**config.mk**
```make
export PLATFORM = sky130hd
export DESIGN_NAME = ebwr_ctrl
export DESIGN_NICKNAME = d
export VERILOG_FILES = /design/src/inc/ebwr_pkg.sv /design/src/design/ebwr_busclk.sv /design/src/design/ebwr_ctrl.sv
export SDC_FILE = /design/constraint.sdc
export NUM_CORES = 1
export LEC_CHECK = 0
export BUFFER_PORTS_ARGS = -buffer_cell sky130_fd_sc_hd__buf_2
export CORE_UTILIZATION = 49
export DETAILED_ROUTE_END_ITERATION = 10
export HOLD_SLACK_MARGIN = 0.15
export PLACE_DENSITY = 0.85
export RECOVER_POWER = 100
export SLEW_MARGIN = 20
export SYNTH_ARGS = -nofsm -noshare
export SYNTH_HDL_FRONTEND = slang
export SYNTH_SLANG_ARGS = --single-unit
```
**constraint.sdc**
```tcl
create_clock -name CLK_IN -period 2.35 [get_ports CLK_IN]
set_input_delay 0.235 -clock CLK_IN [delete_from_list [all_inputs] [get_ports CLK_IN]]
set_output_delay 0.235 -clock CLK_IN [all_outputs]
set_load 0.005 [all_outputs]
```
**src/inc/ebwr_pkg.sv**
```systemverilog
// Purpose: Shared constants and types for the external bus write sequencer.
// Assumes: One clock, CLK_IN, which also serves as the interface timing clock.
// Notes:   Every number used by the logic is named here.
//
// Notes on behaviour
// - Lead phase starts on bus clock rising edge.
// - Alignment cycles drive all controls inactive.
// - Inactive cycles keep address, lowest line high.
// - Upper strobe only in 32-bit mode, else address.
// - Access start: zone select low, address valid.
// - Direction low for write, high at end.
// - Data driven and valid with strobe assertion.
// - Data held through the write trail phase.
// - Data released shortly after direction returns high.
// - Synchronous: first ready sample after lead plus active.
// - Synchronous: low sample extends, resample every cycle.
// - Asynchronous: first sample two cycles earlier.
// - Asynchronous: low sample extends, resample every cycle.

package ebwr_pkg;

	// ----------------------------------------------------------------
	// Widths
	// ----------------------------------------------------------------
	localparam int ADDR_W      = 20;
	localparam int DATA_W      = 32;
	localparam int PHASE_W     = 4;
	localparam int CNT_W       = PHASE_W + 1;

	// ----------------------------------------------------------------
	// Encodings and timing
	// ----------------------------------------------------------------
	localparam logic       MODE_SYNC   = 1'b0;
	localparam logic       MODE_ASYNC  = 1'b1;
	localparam logic [CNT_W-1:0] ASYNC_EARLY  = 5'h02;
	localparam logic [CNT_W-1:0] ASYNC_TAIL   = 5'h01;
	localparam logic [CNT_W-1:0] CNT_ZERO     = 5'h00;
	localparam logic [CNT_W-1:0] CNT_ONE      = 5'h01;
	localparam logic       LEVEL_INACTIVE = 1'b1;
	localparam logic       ADDR0_IDLE  = 1'b1;
	localparam logic       DIR_READ    = 1'b1;
	localparam logic       DIR_WRITE   = 1'b0;
	localparam logic       OE_ON_N     = 1'b0;
	localparam logic       OE_OFF_N    = 1'b1;
	localparam logic       BUS_CLK_RESET = 1'b0;
	localparam logic [1:0] LANE_LO     = 2'h1;
	localparam logic [1:0] LANE_HI     = 2'h2;

	// ----------------------------------------------------------------
	// Sequencer states
	// ----------------------------------------------------------------
	typedef enum logic [2:0] {
		ST_IDLE,
		ST_ALIGN,
		ST_LEAD,
		ST_ACTIVE,
		ST_WAIT,
		ST_TRAIL
	} ebwr_state_e;

endpackage

```
**src/design/ebwr_busclk.sv**
```systemverilog
// Purpose: Bus clock output generator with rising-edge look-ahead.
// Assumes: CLK_IN is the timing clock; the bus clock toggles from a flop.
// Notes:   rise_next tells the sequencer that the coming edge raises the bus clock.
`timescale 1ns/1ps
`default_nettype none

module ebwr_busclk (
	// Clock and reset
	input  wire logic clk_in,
	input  wire logic rstn_in,
	// Configuration
	input  wire logic half_rate_in,
	// Outputs
	output logic      bus_clock_out,
	output logic      rise_next_out
);

	logic phase;
	logic next_phase;
	logic next_bus_clock;
	logic toggle_now;

	always_comb begin
		toggle_now     = half_rate_in ? phase : 1'b1;
		next_phase     = half_rate_in ? ~phase : 1'b0;
		next_bus_clock = toggle_now ? ~bus_clock_out : bus_clock_out;
		rise_next_out  = toggle_now & ~bus_clock_out;
	end

	always_ff @(posedge clk_in or negedge rstn_in) begin
		if (!rstn_in) begin
			phase         <= 1'b0;
			bus_clock_out <= ebwr_pkg::BUS_CLK_RESET;
		end else begin
			phase         <= next_phase;
			bus_clock_out <= next_bus_clock;
		end
	end

endmodule

`default_nettype wire

```
**src/design/ebwr_ctrl.sv**
```systemverilog
// Purpose: Write-cycle sequencer of the external parallel bus, with wait extension.
// Assumes: Requests and configuration are synchronous to CLK_IN; ready is pre-synchronised.
// Notes:   Phase lengths are latched when a request is accepted.
`timescale 1ns/1ps
`default_nettype none

module ebwr_ctrl #(
	parameter int ADDR_W  = ebwr_pkg::ADDR_W,
	parameter int DATA_W  = ebwr_pkg::DATA_W,
	parameter int PHASE_W = ebwr_pkg::PHASE_W
) (
	// Clock and reset
	input  wire logic               CLK_IN,
	input  wire logic               RSTN_IN,
	// Write request
	input  wire logic               WR_REQ_IN,
	input  wire logic [ADDR_W-1:0]  WR_ADDR_IN,
	input  wire logic [DATA_W-1:0]  WR_DATA_IN,
	input  wire logic [1:0]         WR_LANE_IN,
	output logic                    WR_ACK_OUT,
	output logic                    WR_DONE_OUT,
	output logic                    BUSY_OUT,
	// Configuration
	input  wire logic               BUS32_IN,
	input  wire logic               READY_ENABLE_IN,
	input  wire logic               READY_SAMPLE_MODE_IN,
	input  wire logic               TIMING_DOUBLE_IN,
	input  wire logic               BUS_CLOCK_HALF_IN,
	input  wire logic [PHASE_W-1:0] WRITE_LEAD_CYCLES_IN,
	input  wire logic [PHASE_W-1:0] WRITE_ACTIVE_CYCLES_IN,
	input  wire logic [PHASE_W-1:0] WRITE_TRAIL_CYCLES_IN,
	// External bus
	output logic                    BUS_CLOCK_OUT,
	output logic                    ZONE_SELECT_N_OUT,
	output logic [ADDR_W-1:0]       ADDR_OUT,
	output logic                    WRITE_STROBE_LO_N_OUT,
	output logic                    WRITE_STROBE_HI_N_OUT,
	output logic                    READ_WRITE_DIR_OUT,
	output logic [DATA_W-1:0]       EXT_DATA_BUS_OUT,
	output logic                    EXT_DATA_BUS_OE_N_OUT,
	input  wire logic               WAIT_READY_IN
);

	localparam int CW = PHASE_W + 1;

	// ----------------------------------------------------------------
	// Bus clock
	// ----------------------------------------------------------------
	logic rise_next;

	ebwr_busclk u_busclk (
		.clk_in        (CLK_IN),
		.rstn_in       (RSTN_IN),
		.half_rate_in  (BUS_CLOCK_HALF_IN),
		.bus_clock_out (BUS_CLOCK_OUT),
		.rise_next_out (rise_next)
	);

	// ----------------------------------------------------------------
	// State
	// ----------------------------------------------------------------
	ebwr_pkg::ebwr_state_e state;
	ebwr_pkg::ebwr_state_e next_state;
	logic [CW-1:0]         cnt;
	logic [CW-1:0]         next_cnt;
	logic                  rdy_seen;
	logic                  next_rdy_seen;
	logic [ADDR_W-1:0]     addr_q;
	logic [ADDR_W-1:0]     next_addr_q;
	logic [DATA_W-1:0]     data_q;
	logic [DATA_W-1:0]     next_data_q;
	logic [1:0]            lane_q;
	logic [1:0]            next_lane_q;
	logic [CW-1:0]         act_len;
	logic [CW-1:0]         next_act_len;
	logic [CW-1:0]         trail_len;
	logic [CW-1:0]         next_trail_len;

	// Output flops and their next values.
	logic                  next_zone_n;
	logic [ADDR_W-1:0]     next_addr;
	logic                  next_we_lo_n;
	logic                  next_we_hi_n;
	logic                  next_dir;
	logic [DATA_W-1:0]     next_data;
	logic                  next_oe_n;
	logic                  next_done;

	// ----------------------------------------------------------------
	// Helpers
	// ----------------------------------------------------------------
	// A programmed zero is treated as one cycle so every phase exists.
	function automatic logic [CW-1:0] phase_len(input logic [PHASE_W-1:0] raw,
						    input logic dbl);
		logic [CW-1:0] base;
		base = {1'b0, raw};
		if (base == ebwr_pkg::CNT_ZERO) begin
			base = ebwr_pkg::CNT_ONE;
		end
		if (dbl) begin
			base = {base[CW-2:0], 1'b0};
		end
		return base;
	endfunction

	logic          in_access;
	logic          strobe_phase;
	logic          sample_now;
	logic          async_mode;
	logic [CW-1:0] lead_len;

	// ----------------------------------------------------------------
	// Sequencer next state
	// ----------------------------------------------------------------
	always_comb begin
		next_state     = state;
		next_cnt       = cnt;
		next_rdy_seen  = rdy_seen;
		next_addr_q    = addr_q;
		next_data_q    = data_q;
		next_lane_q    = lane_q;
		next_act_len   = act_len;
		next_trail_len = trail_len;
		next_done      = 1'b0;
		WR_ACK_OUT     = 1'b0;
		sample_now     = 1'b0;
		async_mode     = (READY_SAMPLE_MODE_IN == ebwr_pkg::MODE_ASYNC);
		lead_len       = phase_len(WRITE_LEAD_CYCLES_IN, TIMING_DOUBLE_IN);
		case (state)
			ebwr_pkg::ST_IDLE: begin
				if (WR_REQ_IN) begin
					WR_ACK_OUT     = 1'b1;
					next_addr_q    = WR_ADDR_IN;
					next_data_q    = WR_DATA_IN;
					next_lane_q    = WR_LANE_IN;
					next_act_len   = phase_len(WRITE_ACTIVE_CYCLES_IN, TIMING_DOUBLE_IN);
					next_trail_len = phase_len(WRITE_TRAIL_CYCLES_IN, TIMING_DOUBLE_IN);
					next_cnt       = lead_len - ebwr_pkg::CNT_ONE;
					// Lead may only open on a rising bus clock edge.
					next_state     = rise_next ? ebwr_pkg::ST_LEAD : ebwr_pkg::ST_ALIGN;
				end
			end
			ebwr_pkg::ST_ALIGN: begin
				if (rise_next) begin
					next_state = ebwr_pkg::ST_LEAD;
				end
			end
			ebwr_pkg::ST_LEAD: begin
				if (cnt == ebwr_pkg::CNT_ZERO) begin
					next_state    = ebwr_pkg::ST_ACTIVE;
					next_cnt      = act_len - ebwr_pkg::CNT_ONE;
					next_rdy_seen = 1'b0;
				end else begin
					next_cnt = cnt - ebwr_pkg::CNT_ONE;
				end
			end
			ebwr_pkg::ST_ACTIVE: begin
				// Synchronous mode samples in the last active cycle; asynchronous
				// mode starts two cycles earlier and keeps sampling.
				if (READY_ENABLE_IN && !rdy_seen) begin
					sample_now = async_mode ? (cnt <= ebwr_pkg::ASYNC_EARLY)
								: (cnt == ebwr_pkg::CNT_ZERO);
				end
				if (sample_now && WAIT_READY_IN) begin
					next_rdy_seen = 1'b1;
				end
				if (cnt == ebwr_pkg::CNT_ZERO) begin
					if (!READY_ENABLE_IN || next_rdy_seen) begin
						next_state = ebwr_pkg::ST_TRAIL;
						next_cnt   = trail_len - ebwr_pkg::CNT_ONE;
					end else begin
						next_state = ebwr_pkg::ST_WAIT;
					end
				end else begin
					next_cnt = cnt - ebwr_pkg::CNT_ONE;
				end
			end
			ebwr_pkg::ST_WAIT: begin
				if (!rdy_seen) begin
					// Resample once per timing cycle while ready stays low.
					sample_now = 1'b1;
					if (WAIT_READY_IN) begin
						if (async_mode) begin
							// The asynchronous sample leads the strobe end by
							// two cycles, so finish the remaining tail.
							next_rdy_seen = 1'b1;
							next_cnt      = ebwr_pkg::ASYNC_TAIL;
						end else begin
							next_state = ebwr_pkg::ST_TRAIL;
							next_cnt   = trail_len - ebwr_pkg::CNT_ONE;
						end
					end
				end else if (cnt == ebwr_pkg::CNT_ZERO) begin
					next_state = ebwr_pkg::ST_TRAIL;
					next_cnt   = trail_len - ebwr_pkg::CNT_ONE;
				end else begin
					next_cnt = cnt - ebwr_pkg::CNT_ONE;
				end
			end
			ebwr_pkg::ST_TRAIL: begin
				if (cnt == ebwr_pkg::CNT_ZERO) begin
					// Zone select ends with the trail phase.
					next_state = ebwr_pkg::ST_IDLE;
					next_done  = 1'b1;
				end else begin
					next_cnt = cnt - ebwr_pkg::CNT_ONE;
				end
			end
			default: begin
				next_state = ebwr_pkg::ST_IDLE;
			end
		endcase
	end

	// ----------------------------------------------------------------
	// Pin next values
	// ----------------------------------------------------------------
	// Pins are computed from the next state so they switch on the same
	// edge as the phase, keeping every pin a clean flop output.
	always_comb begin
		in_access    = (next_state == ebwr_pkg::ST_LEAD) || (next_state == ebwr_pkg::ST_ACTIVE)
			    || (next_state == ebwr_pkg::ST_WAIT) || (next_state == ebwr_pkg::ST_TRAIL);
		strobe_phase = (next_state == ebwr_pkg::ST_ACTIVE) || (next_state == ebwr_pkg::ST_WAIT);

		// Alignment and idle cycles leave zone select, direction and strobes inactive.
		next_zone_n  = in_access ? 1'b0 : ebwr_pkg::LEVEL_INACTIVE;
		next_dir     = in_access ? ebwr_pkg::DIR_WRITE : ebwr_pkg::DIR_READ;

		// Address stays put between accesses with only bit 0 forced high.
		if (in_access) begin
			next_addr = next_addr_q;
		end else begin
			next_addr = {ADDR_OUT[ADDR_W-1:1], ebwr_pkg::ADDR0_IDLE};
		end

		next_we_lo_n = ebwr_pkg::LEVEL_INACTIVE;
		if (strobe_phase && ((next_lane_q & ebwr_pkg::LANE_LO) != 2'h0 || !BUS32_IN)) begin
			next_we_lo_n = 1'b0;
		end

		// On a 16-bit bus the upper strobe pin carries address bit 0.
		if (BUS32_IN) begin
			next_we_hi_n = (strobe_phase && (next_lane_q & ebwr_pkg::LANE_HI) != 2'h0)
				     ? 1'b0 : ebwr_pkg::LEVEL_INACTIVE;
		end else begin
			next_we_hi_n = next_addr[0];
		end

		// Drive starts with the strobes, holds through trail, and lasts one
		// cycle after direction goes high so the last data is not cut.
		if (strobe_phase || (next_state == ebwr_pkg::ST_TRAIL)
		    || (state == ebwr_pkg::ST_TRAIL)) begin
			next_oe_n = ebwr_pkg::OE_ON_N;
		end else begin
			next_oe_n = ebwr_pkg::OE_OFF_N;
		end
		next_data = (next_oe_n == ebwr_pkg::OE_ON_N) ? next_data_q : EXT_DATA_BUS_OUT;
	end

	// ----------------------------------------------------------------
	// Registers
	// ----------------------------------------------------------------
	always_ff @(posedge CLK_IN or negedge RSTN_IN) begin
		if (!RSTN_IN) begin
			state                 <= ebwr_pkg::ST_IDLE;
			cnt                   <= '0;
			rdy_seen              <= 1'b0;
			addr_q                <= '0;
			data_q                <= '0;
			lane_q                <= '0;
			act_len               <= '0;
			trail_len             <= '0;
			ZONE_SELECT_N_OUT     <= ebwr_pkg::LEVEL_INACTIVE;
			ADDR_OUT              <= {{(ADDR_W-1){1'b0}}, ebwr_pkg::ADDR0_IDLE};
			WRITE_STROBE_LO_N_OUT <= ebwr_pkg::LEVEL_INACTIVE;
			WRITE_STROBE_HI_N_OUT <= ebwr_pkg::LEVEL_INACTIVE;
			READ_WRITE_DIR_OUT    <= ebwr_pkg::DIR_READ;
			EXT_DATA_BUS_OUT      <= '0;
			EXT_DATA_BUS_OE_N_OUT <= ebwr_pkg::OE_OFF_N;
			WR_DONE_OUT           <= 1'b0;
		end else begin
			state                 <= next_state;
			cnt                   <= next_cnt;
			rdy_seen              <= next_rdy_seen;
			addr_q                <= next_addr_q;
			data_q                <= next_data_q;
			lane_q                <= next_lane_q;
			act_len               <= next_act_len;
			trail_len             <= next_trail_len;
			ZONE_SELECT_N_OUT     <= next_zone_n;
			ADDR_OUT              <= next_addr;
			WRITE_STROBE_LO_N_OUT <= next_we_lo_n;
			WRITE_STROBE_HI_N_OUT <= next_we_hi_n;
			READ_WRITE_DIR_OUT    <= next_dir;
			EXT_DATA_BUS_OUT      <= next_data;
			EXT_DATA_BUS_OE_N_OUT <= next_oe_n;
			WR_DONE_OUT           <= next_done;
		end
	end

	// The external side need not hold ready high until zone select rises; a
	// sampled high is latched, so a later drop is simply not looked at.
	assign BUSY_OUT = (state != ebwr_pkg::ST_IDLE);

endmodule

`default_nettype wire

```
Yosys cells after proc, flatten, opt, wreduce, memory -nomap -nowiden --
Cells that the tools add are included.
Word-level totals: bits in writable memories 0, memories 0, output and inout bits 61, bits in read-only memories 0, register bits 132, input bits 75, latch bits 0
Operators by class: mux-type cells 56, $mul 0, divide/modulo/power cells 0, shifts and indexed selects 0, reduce and logical (&&, ||, !) cells 26, $lt $le $gt $ge 1, add/sub/neg operators 4, bitwise gates (word level) 3, equal/unequal tests 14
Operators with widths (count):
- $mux W32 | 2
- $mux W5 | 12
- $mux W20 | 2
- $mux W3 | 9
- $pmux W5 S5 | 1
- $mux W1 | 22
- $sub A5 B1 Y5 const B | 4
- $pmux W3 S6 | 1
- $eq A3 B2 Y1 const B | 4
- $eq A3 B3 Y1 const B | 4
- $logic_not A4 Y1 | 3
- $mux W4 | 3
- $logic_or A1 B1 Y1 | 8
- $mux W2 | 3
- $ne A2 B2 Y1 const B | 3
- $ne A3 B3 Y1 const B | 2
- $reduce_bool A3 Y1 | 2
- $le A5 B2 Y1 const B | 1
- $logic_not A5 Y1 | 1
- $reduce_and A5 Y1 | 1
- $reduce_bool A5 Y1 | 1
- $logic_and A1 B1 Y1 | 4
- $reduce_and A2 Y1 | 2
- $eq A3 B1 Y1 const B | 1
- other kinds (5) | 8

Logic depth before layout (Yosys ltp) --
Gate-level depths: netlist of the first run.
depth in word-level cells 17, mapped depth 11, mapped depth without buffers 11

Hierarchy --
Synthesis of the first run repeated with hierarchy kept, for this count alone.
Second synthesis, totals: cells, all modules 564, area, all modules 5886.9 um^2
By module, submodules not included:
- ebwr_ctrl | area each 5810.6 um^2, cells an instance 559, instances 1
- ebwr_busclk | area each 76.3 um^2, cells an instance 5, instances 1

Worst setup path after synthesis of the first run --
OpenSTA, ideal clock, no wires.
path kind register to register, start point register state[1], end point register EXT_DATA_BUS_OUT[22], required time 2.226 ns, setup slack -0.012 ns, cell stages (with the launch flop) 11, data arrival time 2.239 ns, setup time 0.124 ns, path through dfrtp_1 > buf_2 > or3_1 > or2_1 > clkbuf_1 > inv_2 > buf_4 > mux2_1 > a21oi_1 > o31ai_2 > o31a_1
Between the ends: elaborated cells on any way between the ends 23, those cells by class 8 x eq/ne; 11 x mux; 4 x reduce/logical
RTL lines:
- start: declaration | line ebwr_ctrl.sv:62 | ebwr_pkg::ebwr_state_e state;
- start signal: assignment | line ebwr_ctrl.sv:265 | state <= ebwr_pkg::ST_IDLE;
- start signal: assignment | line ebwr_ctrl.sv:282 | state <= next_state;
- $logic_not A3 Y1 | line ebwr_ctrl.sv:129 | case (state)
- $mux W32 | line ebwr_ctrl.sv:129
- via next_data_q[22] | line ebwr_ctrl.sv:71 | logic [DATA_W-1:0] next_data_q;
- end signal: assignment | line ebwr_ctrl.sv:295 | EXT_DATA_BUS_OUT <= next_data;
- end: declaration | line ebwr_ctrl.sv:39 | output logic [DATA_W-1:0] EXT_DATA_BUS_OUT,
The timed path passes the listed nets, and every way through them passes these cells. A chain may end at the register's enable or synchronous reset.

Final worst setup path of the first run --
start point register state[1], end point register EXT_DATA_BUS_OUT[14]
The elaborated chain is that of the path after synthesis.

==> results by group, run 1 <==
Finish
  – Sequential Area: ~3300 µm²
  – Number of fill cells: around 780
  – Final instance area: roughly 9200 µm²
  – Non-filler cells in the finished layout: just under 1000
  – Multi-input logic area: around 3000 µm²
  – Layout cells sized above 1: between 30% and 40%
  – Layout Nets: between 800 and 900
  – Area Overhead vs Synth: 45.41%
  – # diodes: 0

Logic synthesis
  – Most frequent cell after synthesis: dfrtp_1
  – Synth cell types: 55
  – EDFF count, synth: 0
  – Top cells by area, synth: dfrtp_1 50%, nand2_1 5.4%, mux2_2 5.4%, o31ai_2 5.2%, o31a_1 4.4%
  – Register area share after synthesis: between 50% and 60%
  – Avg Cell Area, Syn: around 11 µm²
  – Top_reg_cell synth: dfrtp_1
  – Area share of the largest cell type after synthesis: between 50% and 60%
  – Cell Area, Synth: 6304 µm²
  – Synthesized instance count: 575
  – Net count after synthesis: ~660
  – Synth warnings: 0
  – Ys async rst share: between 90% and 100%
  – Cell taking the most area after synthesis: dfrtp_1
  – Number of synthesized register bits: 132
  – Commonest cells post-synth: 127 x dfrtp_1, 91 x nand2_1, 44 x a21oi_1, 32 x o31a_1, 30 x mux2_2

Worst setup path
  – Worst path arrival time: around 2800 ps
  – Startpoint types: flop
  – Nature of the critical path endpoint: flop
  – Required @ worst endpoint: between 2000 and 3000 ps
  – Crit Path Category: reg2reg
  – Worst Path Max Fanout: 32
  – FF-to-FF setup slack: -170 ps

Floorplan
  – Core area: ~13000 µm²
  – IO Pins: around 140
  – Chip width: about 120 µm
  – Die area: 13320 µm²
  – Starting Density: approximately 50%
  – Die height: between 100 and 150 µm
  – Row count: 41

Place
  – Placed cells: between 800 and 900
  – RePlAce Congestion: 0.8972
  – Setup WS pre-CTS: -43.92 ps
  – Placed Area: between 7000 and 8000 µm²
  – HPWL after detailed placement: between 10000 and 15000 µm
  – Count of input and output buffers: ~140

STA
  – Least-Margin Pin Slew: roughly 1300 ps
  – Max Clock Skew: ~11 ps
  – Minimum clock period: around 2500 ps
  – Worst slew margin: a little over an eighth
  – Final setup fails: 32
  – Fin. Hold Viols: 0
  – RSZ-0062 raised after global routing: yes
  – FMAX: 396.1 MHz
  – TNS Setup: -2776 ps
  – Pins Over Slew Limit: 0
  – Final setup margin: -174.9 ps
  – Period utilization: 107.4%

GRT
  – Met3 GRT Util: approximately 5.7%
  – Met2 Use GR: around half
  – M1 GR Usage: a little over a third
  – GRT overflow: 0
  – GR Util All Layers: between 20% and 30%
  – First-pass GRT wire length: a little under 30000 µm
  – Antenna violations before repair: 0
  – Pin count of the biggest net entering global routing: 61
  – Vias in the first global route: 5778
  – Busiest grt layer: met2

Clock network
  – CTS sink cnt: about 130
  – Worst-skew pair later-pin latency: approximately 420 ps
  – CTS buffer count: 17
  – Max H-tree Level: 4
  – Reg clk slew, reported paths: around 60 ps
  – Root Buffer: clkbuf_16
  – TritonCTS clock tree: yes
  – Worst-case clock buffer depth: 2

Pwr
  – Leakage: 0.003986 µW
  – Total power: 14470 µW
  – Peak VDD IR: 0.0009375 V
  – PwrDens: ~1600 nW/µm²

Drt
  – DR WL/cell: between 15 and 20 µm
  – Initial DRC Count: 597
  – DRC errors left: 0
  – Post-DRT Antenna Nets: 0
  – Via density per instance: ~5.8
  – DRT Wirelength: 19660 µm
  – Via count: just under 6000
  – Initial DRT Pass Iterations: 8

Status
  – Failing checks: setup timing
  – Status: complete, but fails checks

Min path
  – Worst hold path type: in2reg

Run
  – Max_cap viols: 0
-- cells in the final DEF, fill, tap and decap left out, types with 5 or more instances in the layout --
cell	netlist	final
a22oi_1	5	5
buf_12	0	6
inv_1	13	11
o31a_1	32	32
o22ai_1	7	7
a21oi_1	44	33
xnor2_1	6	6
buf_4	8	33
nor2_1	19	18
o21ai_0	15	17
mux2_2	30	30
clkbuf_1	15	39
a21oi_2	1	10
clkbuf_16	0	17
dlygate4sd3_1	0	62
buf_6	3	8
o31ai_2	26	9
nor3_1	9	8
dfrtp_1	127	127
mux2_1	21	21
o31ai_4	0	22
buf_2	11	99
mux2i_1	6	6
nand2_1	91	90
-- cells by family (layout without fill, tap and decap cells) --
kind of cell,count (synthesis),count (layout),share of synthesized area [%]
AOI/OAI and AO/OA,164,164,19.57
and+or+nand+nor,149,149,10.92
DFF,132,132,52.50
buffers and inverters,58,303,4.506
muxes,57,57,10.06
xor gates and xnor gates,9,9,1.251
adders and majority gates,6,6,1.191
-- cell type report --
class	instances	share of cell area, %
Clock buffer	19	4.832
Timing Repair Buffer	255	20.26
Tap cell	172	2.348
Clock inverter	13	1.993
Multi-Input combinational cell	385	33.73
Inverter	16	0.7371
Sequential cell	132	36.10
-- where the power goes --
| part | switching, µW | internal, µW |
|---|---|---|
| combinational | 4020 | 3590 |
| clock | 1030 | 1800 |
| sequential | 595 | 3440 |
| total | 5650 | 8820 |
-- what timing repair did --
action	CTS	global route
gates resized for setup	38	36
pin swaps	6	10
endpoints found under the setup margin	31	37
hold buffers	62	0
hold endpoints to repair	112	0
gates cloned	5	0
buffers inserted	13	6
-- path summary, 6_finish.rpt --
| kind | startpoint | to | cells past startpoint |
|---|---|---|---|
| hold / removal | WRITE_TRAIL_CYCLES_IN[0] | trail_len[1] | 5 |
| max in group asynchronous | RSTN_IN | addr_q[4] | 3 |
| setup reg to reg | state[1] | EXT_DATA_BUS_OUT[14] | 8 |
| setup / recovery | state[1] | EXT_DATA_BUS_OUT[14] | 8 |
| min in group asynchronous | RSTN_IN | data_q[3] | 2 |
| hold reg to reg | addr_q[13] | addr_q[13] | 2 |
-- worst max-delay path, cell delays in order (launching register included) --
cell and delay (ps):
dfrtp_1 390, or3_1 400, or2_0 260, inv_2 140
buf_12 240, mux2_1 390, a21oi_1 310, o31ai_4 130
o31a_1 140
-- layer usage --
metal  vias to the layer above  wire [µm]
met5                         -          0
met4                         0        750
met3                        86       1254
met2                       311      10200
met1                      2849       7460
li1                       2537          -
-- metrics by stage --
stage,hold slack (ps),util [%]
6_report,200.6,72.93
5_1_grt,251.0,72.93
4_1_cts,195.2,71.76
3_5_place_dp,318.4,58.70
3_3_place_gp,303.0,58.70
2_1_floorplan,-60.59,-
-- flip-flops by register name, summed over array words and instances (netlist names), 2 cells and up --
name / cells
ADDR_OUT: 20
data_q: 32
act_len: 5
cnt: 5
state: 3
addr_q: 20
lane_q: 2
trail_len: 5
EXT_DATA_BUS_OUT: 32
Note: power is estimated with default switching activity, not from simulation.
==> run 2, diff against run 1 <==
--- a/config.mk
+++ b/config.mk
@@ -11,6 +11,7 @@
 export HOLD_SLACK_MARGIN = 0.15
 export PLACE_DENSITY = 0.85
 export RECOVER_POWER = 100
+export SKIP_CTS_REPAIR_TIMING = 1
 export SLEW_MARGIN = 20
 export SYNTH_ARGS = -nofsm -noshare
 export SYNTH_HDL_FRONTEND = slang
==> results by group, run 2 (synthesized netlist as in run 1, its figures left out) <==
Floorplan
  – Chip width: 115.4 µm (unchanged)
  – Row count: 41 (unchanged)
  – Starting Density: 50.15% (unchanged)
  – Die area: 13320 µm² (unchanged)
  – IO Pins: 136 (unchanged)
  – Core area: 12570 µm² (unchanged)
  – Die height: 115.4 µm (unchanged)

STA
  – Max Clock Skew: 7.643 ps (-3.407 ps)
  – Pins Over Slew Limit: 0 (unchanged)
  – Least-Margin Pin Slew: 1298 ps (-0.1933 ps)
  – Fin. Hold Viols: 0 (unchanged)
  – FMAX: 395.9 MHz (about the same)
  – TNS Setup: -4109 ps (-1333 ps)
  – Final setup margin: -176.2 ps (-1.333 ps)
  – Minimum clock period: 2526 ps (+1.333 ps)
  – Period utilization: 107.5% (about the same)
  – Worst slew margin: 13.46% (about the same)
  – Final setup fails: 33 (+3.1%)
  – RSZ-0062 raised after global routing: yes

Drt
  – Initial DRT Pass Iterations: 9 (+1)
  – Via count: 5583 (-3.5%)
  – Initial DRC Count: 455 (-24%)
  – Post-DRT Antenna Nets: 0 (unchanged)
  – DRC errors left: 1 (+1)
  – DRT Wirelength: 18540 µm (-5.7%)
  – DR WL/cell: 18.96 µm (-4.4%)
  – Via density per instance: 5.709 (-2.1%)

Worst setup path
  – Worst stage delay on the critical path: 400 ps (about the same)
  – Startpoint types: flop
  – Crit Path Category: reg2reg
  – Crit path cell chain: or3_1, or2_0, inv_2, buf_12, mux2_1, a21oi_1, o31ai_2, o31a_1
  – Worst Path Max Fanout: 32 (unchanged)
  – FF-to-FF setup slack: -180 ps (about the same)
  – Nature of the critical path endpoint: flop
  – Required @ worst endpoint: 2650 ps (about the same)
  – Slowest CP cell: dfrtp_1
  – Worst path arrival time: 2820 ps (about the same)

Place
  – RePlAce Congestion: 0.8972 (unchanged)
  – Placed Area: 7377 µm² (unchanged)
  – Placed cells: 878 (unchanged)
  – Count of input and output buffers: 135 (unchanged)
  – HPWL after detailed placement: 10680 µm (unchanged)

Clock network
  – Max H-tree Level: 4 (unchanged)
  – CTS buffer count: 17 (unchanged)
  – Worst-skew pair later-pin latency: 410 ps (about the same)
  – Root Buffer: clkbuf_16
  – Reg clk slew, reported paths: 60 ps (about the same)
  – Worst-case clock buffer depth: 2 (unchanged)
  – TritonCTS clock tree: yes
  – CTS sink cnt: 132 (unchanged)

Finish
  – Layout cells sized above 1: 33.62% (-1.6 points)
  – Final instance area: 8775 µm² (-4.3%)
  – Top Registers: EXT_DATA_BUS_OUT x32, data_q x32
  – Most frequent cells in the layout: 127 x dfrtp_1, 102 x buf_2, 90 x nand2_1, 59 x dlygate4sd3_1, 41 x a21oi_1
  – Layout Nets: 874 (-1.6%)
  – Number of fill cells: 860 (+11%)
  – Most common cell after layout, fill and taps aside: dfrtp_1
  – Area Overhead vs Synth: 39.20%
  – Non-filler cells in the finished layout: 978 (-1.4%)
  – # diodes: 0 (unchanged)
  – Final Util: 69.82% (-3.1 points)

Status
  – Status: complete, but fails checks
  – Failing checks: DRC, setup timing

GRT
  – GRT overflow: 0 (unchanged)
  – Vias in the first global route: 5067 (-12%)
  – First-pass GRT wire length: 24850 µm (-15%)
  – GR Util All Layers: 24.36% (-4.8 points)
  – Pin count of the biggest net entering global routing: 61 (unchanged)
  – Antenna violations before repair: 0 (unchanged)

Pwr
  – PwrDens: 1540 nW/µm² (-2.5%)
  – Peak VDD IR: 0.0007959 V (-15%)
  – Leakage: 0.003890 µW (-2.4%)

Min path
  – Worst hold path type: in2reg

Run
  – Max_cap viols: 0 (unchanged)
run 2: path summary, 6_finish.rpt:
kind	startpoint	end	cells after the start
setup reg to reg	state[1]	EXT_DATA_BUS_OUT[14]	8
hold / removal	WRITE_TRAIL_CYCLES_IN[1]	trail_len[1]	3
setup / recovery	state[1]	EXT_DATA_BUS_OUT[14]	8
min in group asynchronous	RSTN_IN	data_q[3]	2
max in group asynchronous	RSTN_IN	state[1]	3
hold reg to reg	addr_q[6]	addr_q[6]	2
run 2: worst max-delay path, delay by kind of cell (launching register included):
kind | cells | cell delay, ps
muxes | 1 | 390
buffers and inverters | 2 | 380
AOI/OAI and AO/OA | 3 | 600
DFF | 1 | 400
and+or+nand+nor | 2 | 650
run 2: area by class of cell:
cell class	instances	area [µm²]	share of cell area (%)
Inverter	16	60.06	0.6844
Clock inverter	13	182.7	2.082
Clock buffer	19	442.9	5.048
Sequential cell	132	3309	37.72
Multi-Input combinational cell	385	2859	32.58
Tap cell	172	215.2	2.453
Timing Repair Buffer	241	1705	19.44
run 2: report_power, final:
part | internal (µW) | total [µW] | switching [µW] | leakage, µW
clock | 1800 | 2800 | 998 | 0.000295
combinational | 3160 | 6690 | 3530 | 0.00201
sequential | 3440 | 4030 | 588 | 0.00158
run 2: layer usage:
layer / part of all wire, % / global-route usage, %
met1: 39 / 30.67
met2: 51 / 39.76
met3: 6.9 / 6.224
met4: 3.9 / 10.91
met5: 0 / 0
run 2: stage by stage:
stage          hold slack, ps  setup WS, ps  power (µW)
3_3_place_gp            303.0       -0.5747        9442
3_5_place_dp            318.4        -43.92        9760
6_report                136.9        -176.2       13510
2_1_floorplan          -60.59        -12.47        7792
5_1_grt                 153.3        -255.9       14210
4_1_cts                -118.1        -76.83       12640
==> run 3, diff against run 2 <==
--- a/config.mk
+++ b/config.mk
@@ -6,10 +6,11 @@
 export NUM_CORES = 1
 export LEC_CHECK = 0
 export BUFFER_PORTS_ARGS = -buffer_cell sky130_fd_sc_hd__buf_2
-export CORE_UTILIZATION = 49
+export CORE_UTILIZATION = 51
+export CTS_BUF_LIST = sky130_fd_sc_hd__clkbuf_8
 export DETAILED_ROUTE_END_ITERATION = 10
 export HOLD_SLACK_MARGIN = 0.15
-export PLACE_DENSITY = 0.85
+export PLACE_DENSITY = 0.87
 export RECOVER_POWER = 100
 export SKIP_CTS_REPAIR_TIMING = 1
 export SLEW_MARGIN = 20
==> results by group, run 3 (synthesized netlist as in run 1, its figures left out) <==
Finish
  – Final Util: 72.93% (+3.1 points)
  – Area Overhead vs Synth: 38.96%
  – Most common cell after layout, fill and taps aside: dfrtp_1
  – # diodes: 0 (unchanged)
  – Top Registers: EXT_DATA_BUS_OUT x32, data_q x32
  – Most frequent cells in the layout: 127 x dfrtp_1, 111 x buf_2, 90 x nand2_1, 63 x dlygate4sd3_1, 32 x o31a_1
  – Number of fill cells: 723 (-16%)
  – Layout cells sized above 1: 36.06% (+2.4 points)
  – Layout Nets: 875 (+0.11%)

Floorplan
  – Chip width: 113.2 µm (-1.9%)
  – IO Pins: 136 (unchanged)
  – Core area: 12010 µm² (-4.4%)
  – Row count: 40 (-2.4%)
  – Starting Density: 52.48% (+2.3 points)
  – Die area: 12810 µm² (-3.9%)
  – Die height: 113.2 µm (-1.9%)

Drt
  – Post-DRT Antenna Nets: 0 (unchanged)
  – Via count: 5754 (+3.1%)
  – DRT Wirelength: 19030 µm (+2.6%)
  – DR WL/cell: 19.94 µm (+5.2%)
  – DRC errors left: 0 (-1)
  – Via density per instance: 6.031 (+5.7%)
  – Initial DRC Count: 343 (-25%)
  – Initial DRT Pass Iterations: 6 (-3)

STA
  – Max Clock Skew: 10.34 ps (+2.699 ps)
  – Minimum clock period: 2520 ps (-6.244 ps)
  – Worst slew margin: -2.435% (-16 points)
  – Fin. Hold Viols: 0 (unchanged)
  – Pins Over Slew Limit: 29 (+29)
  – Period utilization: 107.2% (-0.27 points)
  – Final setup margin: -170.0 ps (+6.244 ps)
  – FMAX: 396.8 MHz (+0.25%)
  – RSZ-0062 raised after global routing: yes
  – Least-Margin Pin Slew: 1537 ps (+238.4 ps)
  – Final setup fails: 31 (-6.1%)

Worst setup path
  – Worst stage delay on the critical path: 400 ps (about the same)
  – Reg-to-reg endpoint: EXT_DATA_BUS_OUT[1]
  – Crit path cell chain: buf_6, ha_4, nand2b_4, a21oi_4, a41oi_4, nor4_4, inv_2, buf_12, o31ai_4, o31a_1
  – Worst Path Max Fanout: 34 (+6.3%)
  – Levels on crit path: 10 (+2)
  – FF-to-FF setup slack: -170 ps (about the same)
  – Crit Path Category: reg2reg
  – Bufs and invs on worst path: 3 (+1)
  – CP Capture Point: EXT_DATA_BUS_OUT[1]
  – Startpoint types: flop
  – CP Launch Point: cnt[1]
  – Slowest CP cell: dfrtp_1
  – Reg2reg path depth: 10 (+2)
  – Required @ worst endpoint: 2680 ps (+30 ps)
  – Worst path arrival time: 2850 ps (+30 ps)
  – CP top delay family: compound AO/OA/AOI/OAI gates
  – Worst r2r src: cnt[1]
  – Nature of the critical path endpoint: flop

GRT
  – Pin count of the biggest net entering global routing: 65 (+6.6%)
  – First-pass GRT wire length: 24980 µm (+0.56%)
  – Vias in the first global route: 5157 (+1.8%)
  – GR Util All Layers: 24.84% (+0.48 points)
  – GRT overflow: 0 (unchanged)
  – Antenna violations before repair: 0 (unchanged)

Pwr
  – Sw frac: 40.51% (+2.6 points)
  – Pint: 7660 µW (-8.8%)
  – Peak VDD IR: 0.001033 V (+30%)
  – Sequential fraction of design power: 31.8% (+2.0 points)
  – Leakage: 0.003851 µW (-1.0%)
  – Clock share of power: 14.0% (-6.7 points)
  – Logic pwr share: 54.2% (+4.7 points)
  – NetSw: 5215 µW (+1.9%)
  – PwrDens: 1470 nW/µm² (-4.5%)

Clock network
  – Worst-skew pair later-pin latency: 430 ps (+20 ps)
  – CTS sink cnt: 132 (unchanged)
  – Worst-case clock buffer depth: 2 (unchanged)
  – Root Buffer: clkbuf_8
  – Max H-tree Level: 4 (unchanged)
  – Reg clk slew, reported paths: 80 ps (+20 ps)
  – CTS buffer count: 17 (unchanged)
  – TritonCTS clock tree: yes

Place
  – Setup WS pre-CTS: -47.90 ps (-3.983 ps)
  – RePlAce Congestion: 0.9181 (+2.3%)
  – Count of input and output buffers: 135 (unchanged)
  – HPWL after detailed placement: 10670 µm (-0.13%)

Status
  – Status: complete, but fails checks
  – Failing checks: capacitance limit, slew limit, setup timing

Min path
  – Hold Path Depth: 2 (-1)
  – Worst hold path type: in2reg

Run
  – Max_cap viols: 1 (+1)
## run 3: cell types whose count changed in the layout (fill, tap and decap cells not counted), moves of 4 or more
cell / before / now
inv_1: 11 / 17
clkbuf_16: 19 / 1
o31ai_4: 2 / 19
buf_2: 102 / 111
clkbuf_8: 1 / 22
clkbuf_1: 36 / 25
a21oi_2: 2 / 17
o31ai_2: 26 / 12
a21oi_1: 41 / 26
dlygate4sd3_1: 59 / 63
## run 3: per-layer routing
layer / track usage (%) / vias up / wire length, µm
li1: - / 2509 / -
met1: 30.57 / 2850 / 7190
met2: 42.21 / 304 / 9869
met3: 5.731 / 91 / 1029
met4: 10.35 / 0 / 936
met5: 0 / - / 0
## run 3: metrics by stage
| stage | power, µW | TNS (ps) | cell area [µm²] | hold WS [ps] | cells |
|---|---|---|---|---|---|
| final | 12870 | -1445 | 8760 | 187.3 | 954 |
| after global routing | 13520 | -4096 | 8760 | 186.7 | 954 |
| after CTS | 11540 | -1867 | 7701 | -286.1 | 881 |
| after detailed placement | 9724 | -1013 | 7328 | 175.2 | 849 |
| after global placement | 9408 | -80.02 | 7328 | 174.4 | 849 |
| after floorplan | 7792 | -237.7 | 6304 | -60.59 | 575 |
## run 3: layout make-up
cell class | count | area, µm² | share of cell area (%)
multi-input cells | 385 | 3085 | 35.22
clock inverters | 10 | 70.07 | 0.7999
repair buffers | 242 | 1748 | 19.95
well taps | 147 | 183.9 | 2.100
inverters | 16 | 60.06 | 0.6856
clock buffers | 22 | 302.8 | 3.457
flip-flops and latches | 132 | 3309 | 37.78
## run 3: power groups by stage
stage / logic (µW) / clock network [µW] / registers, µW
6_report: 6980 / 1800 / 4100
5_1_grt: 7420 / 1920 / 4180
4_1_cts: 5730 / 1800 / 4010
3_5_place_dp: 5680 / 0 / 4040
3_3_place_gp: 5430 / 0 / 3970
2_1_floorplan: 3870 / 0 / 3920
## run 3: how the worst min path moves through the flow
stage | start | endpoint | slack [ps]
floorplan | RSTN_IN | ADDR_OUT[10] | -60
global placement | RSTN_IN | data_q[10] | 170
detailed placement | RSTN_IN | data_q[10] | 180
global route | BUS_CLOCK_HALF_IN | u_busclk.phase | 190
finish | BUS_CLOCK_HALF_IN | u_busclk.phase | 190
CTS | RSTN_IN | cnt[4] | -290
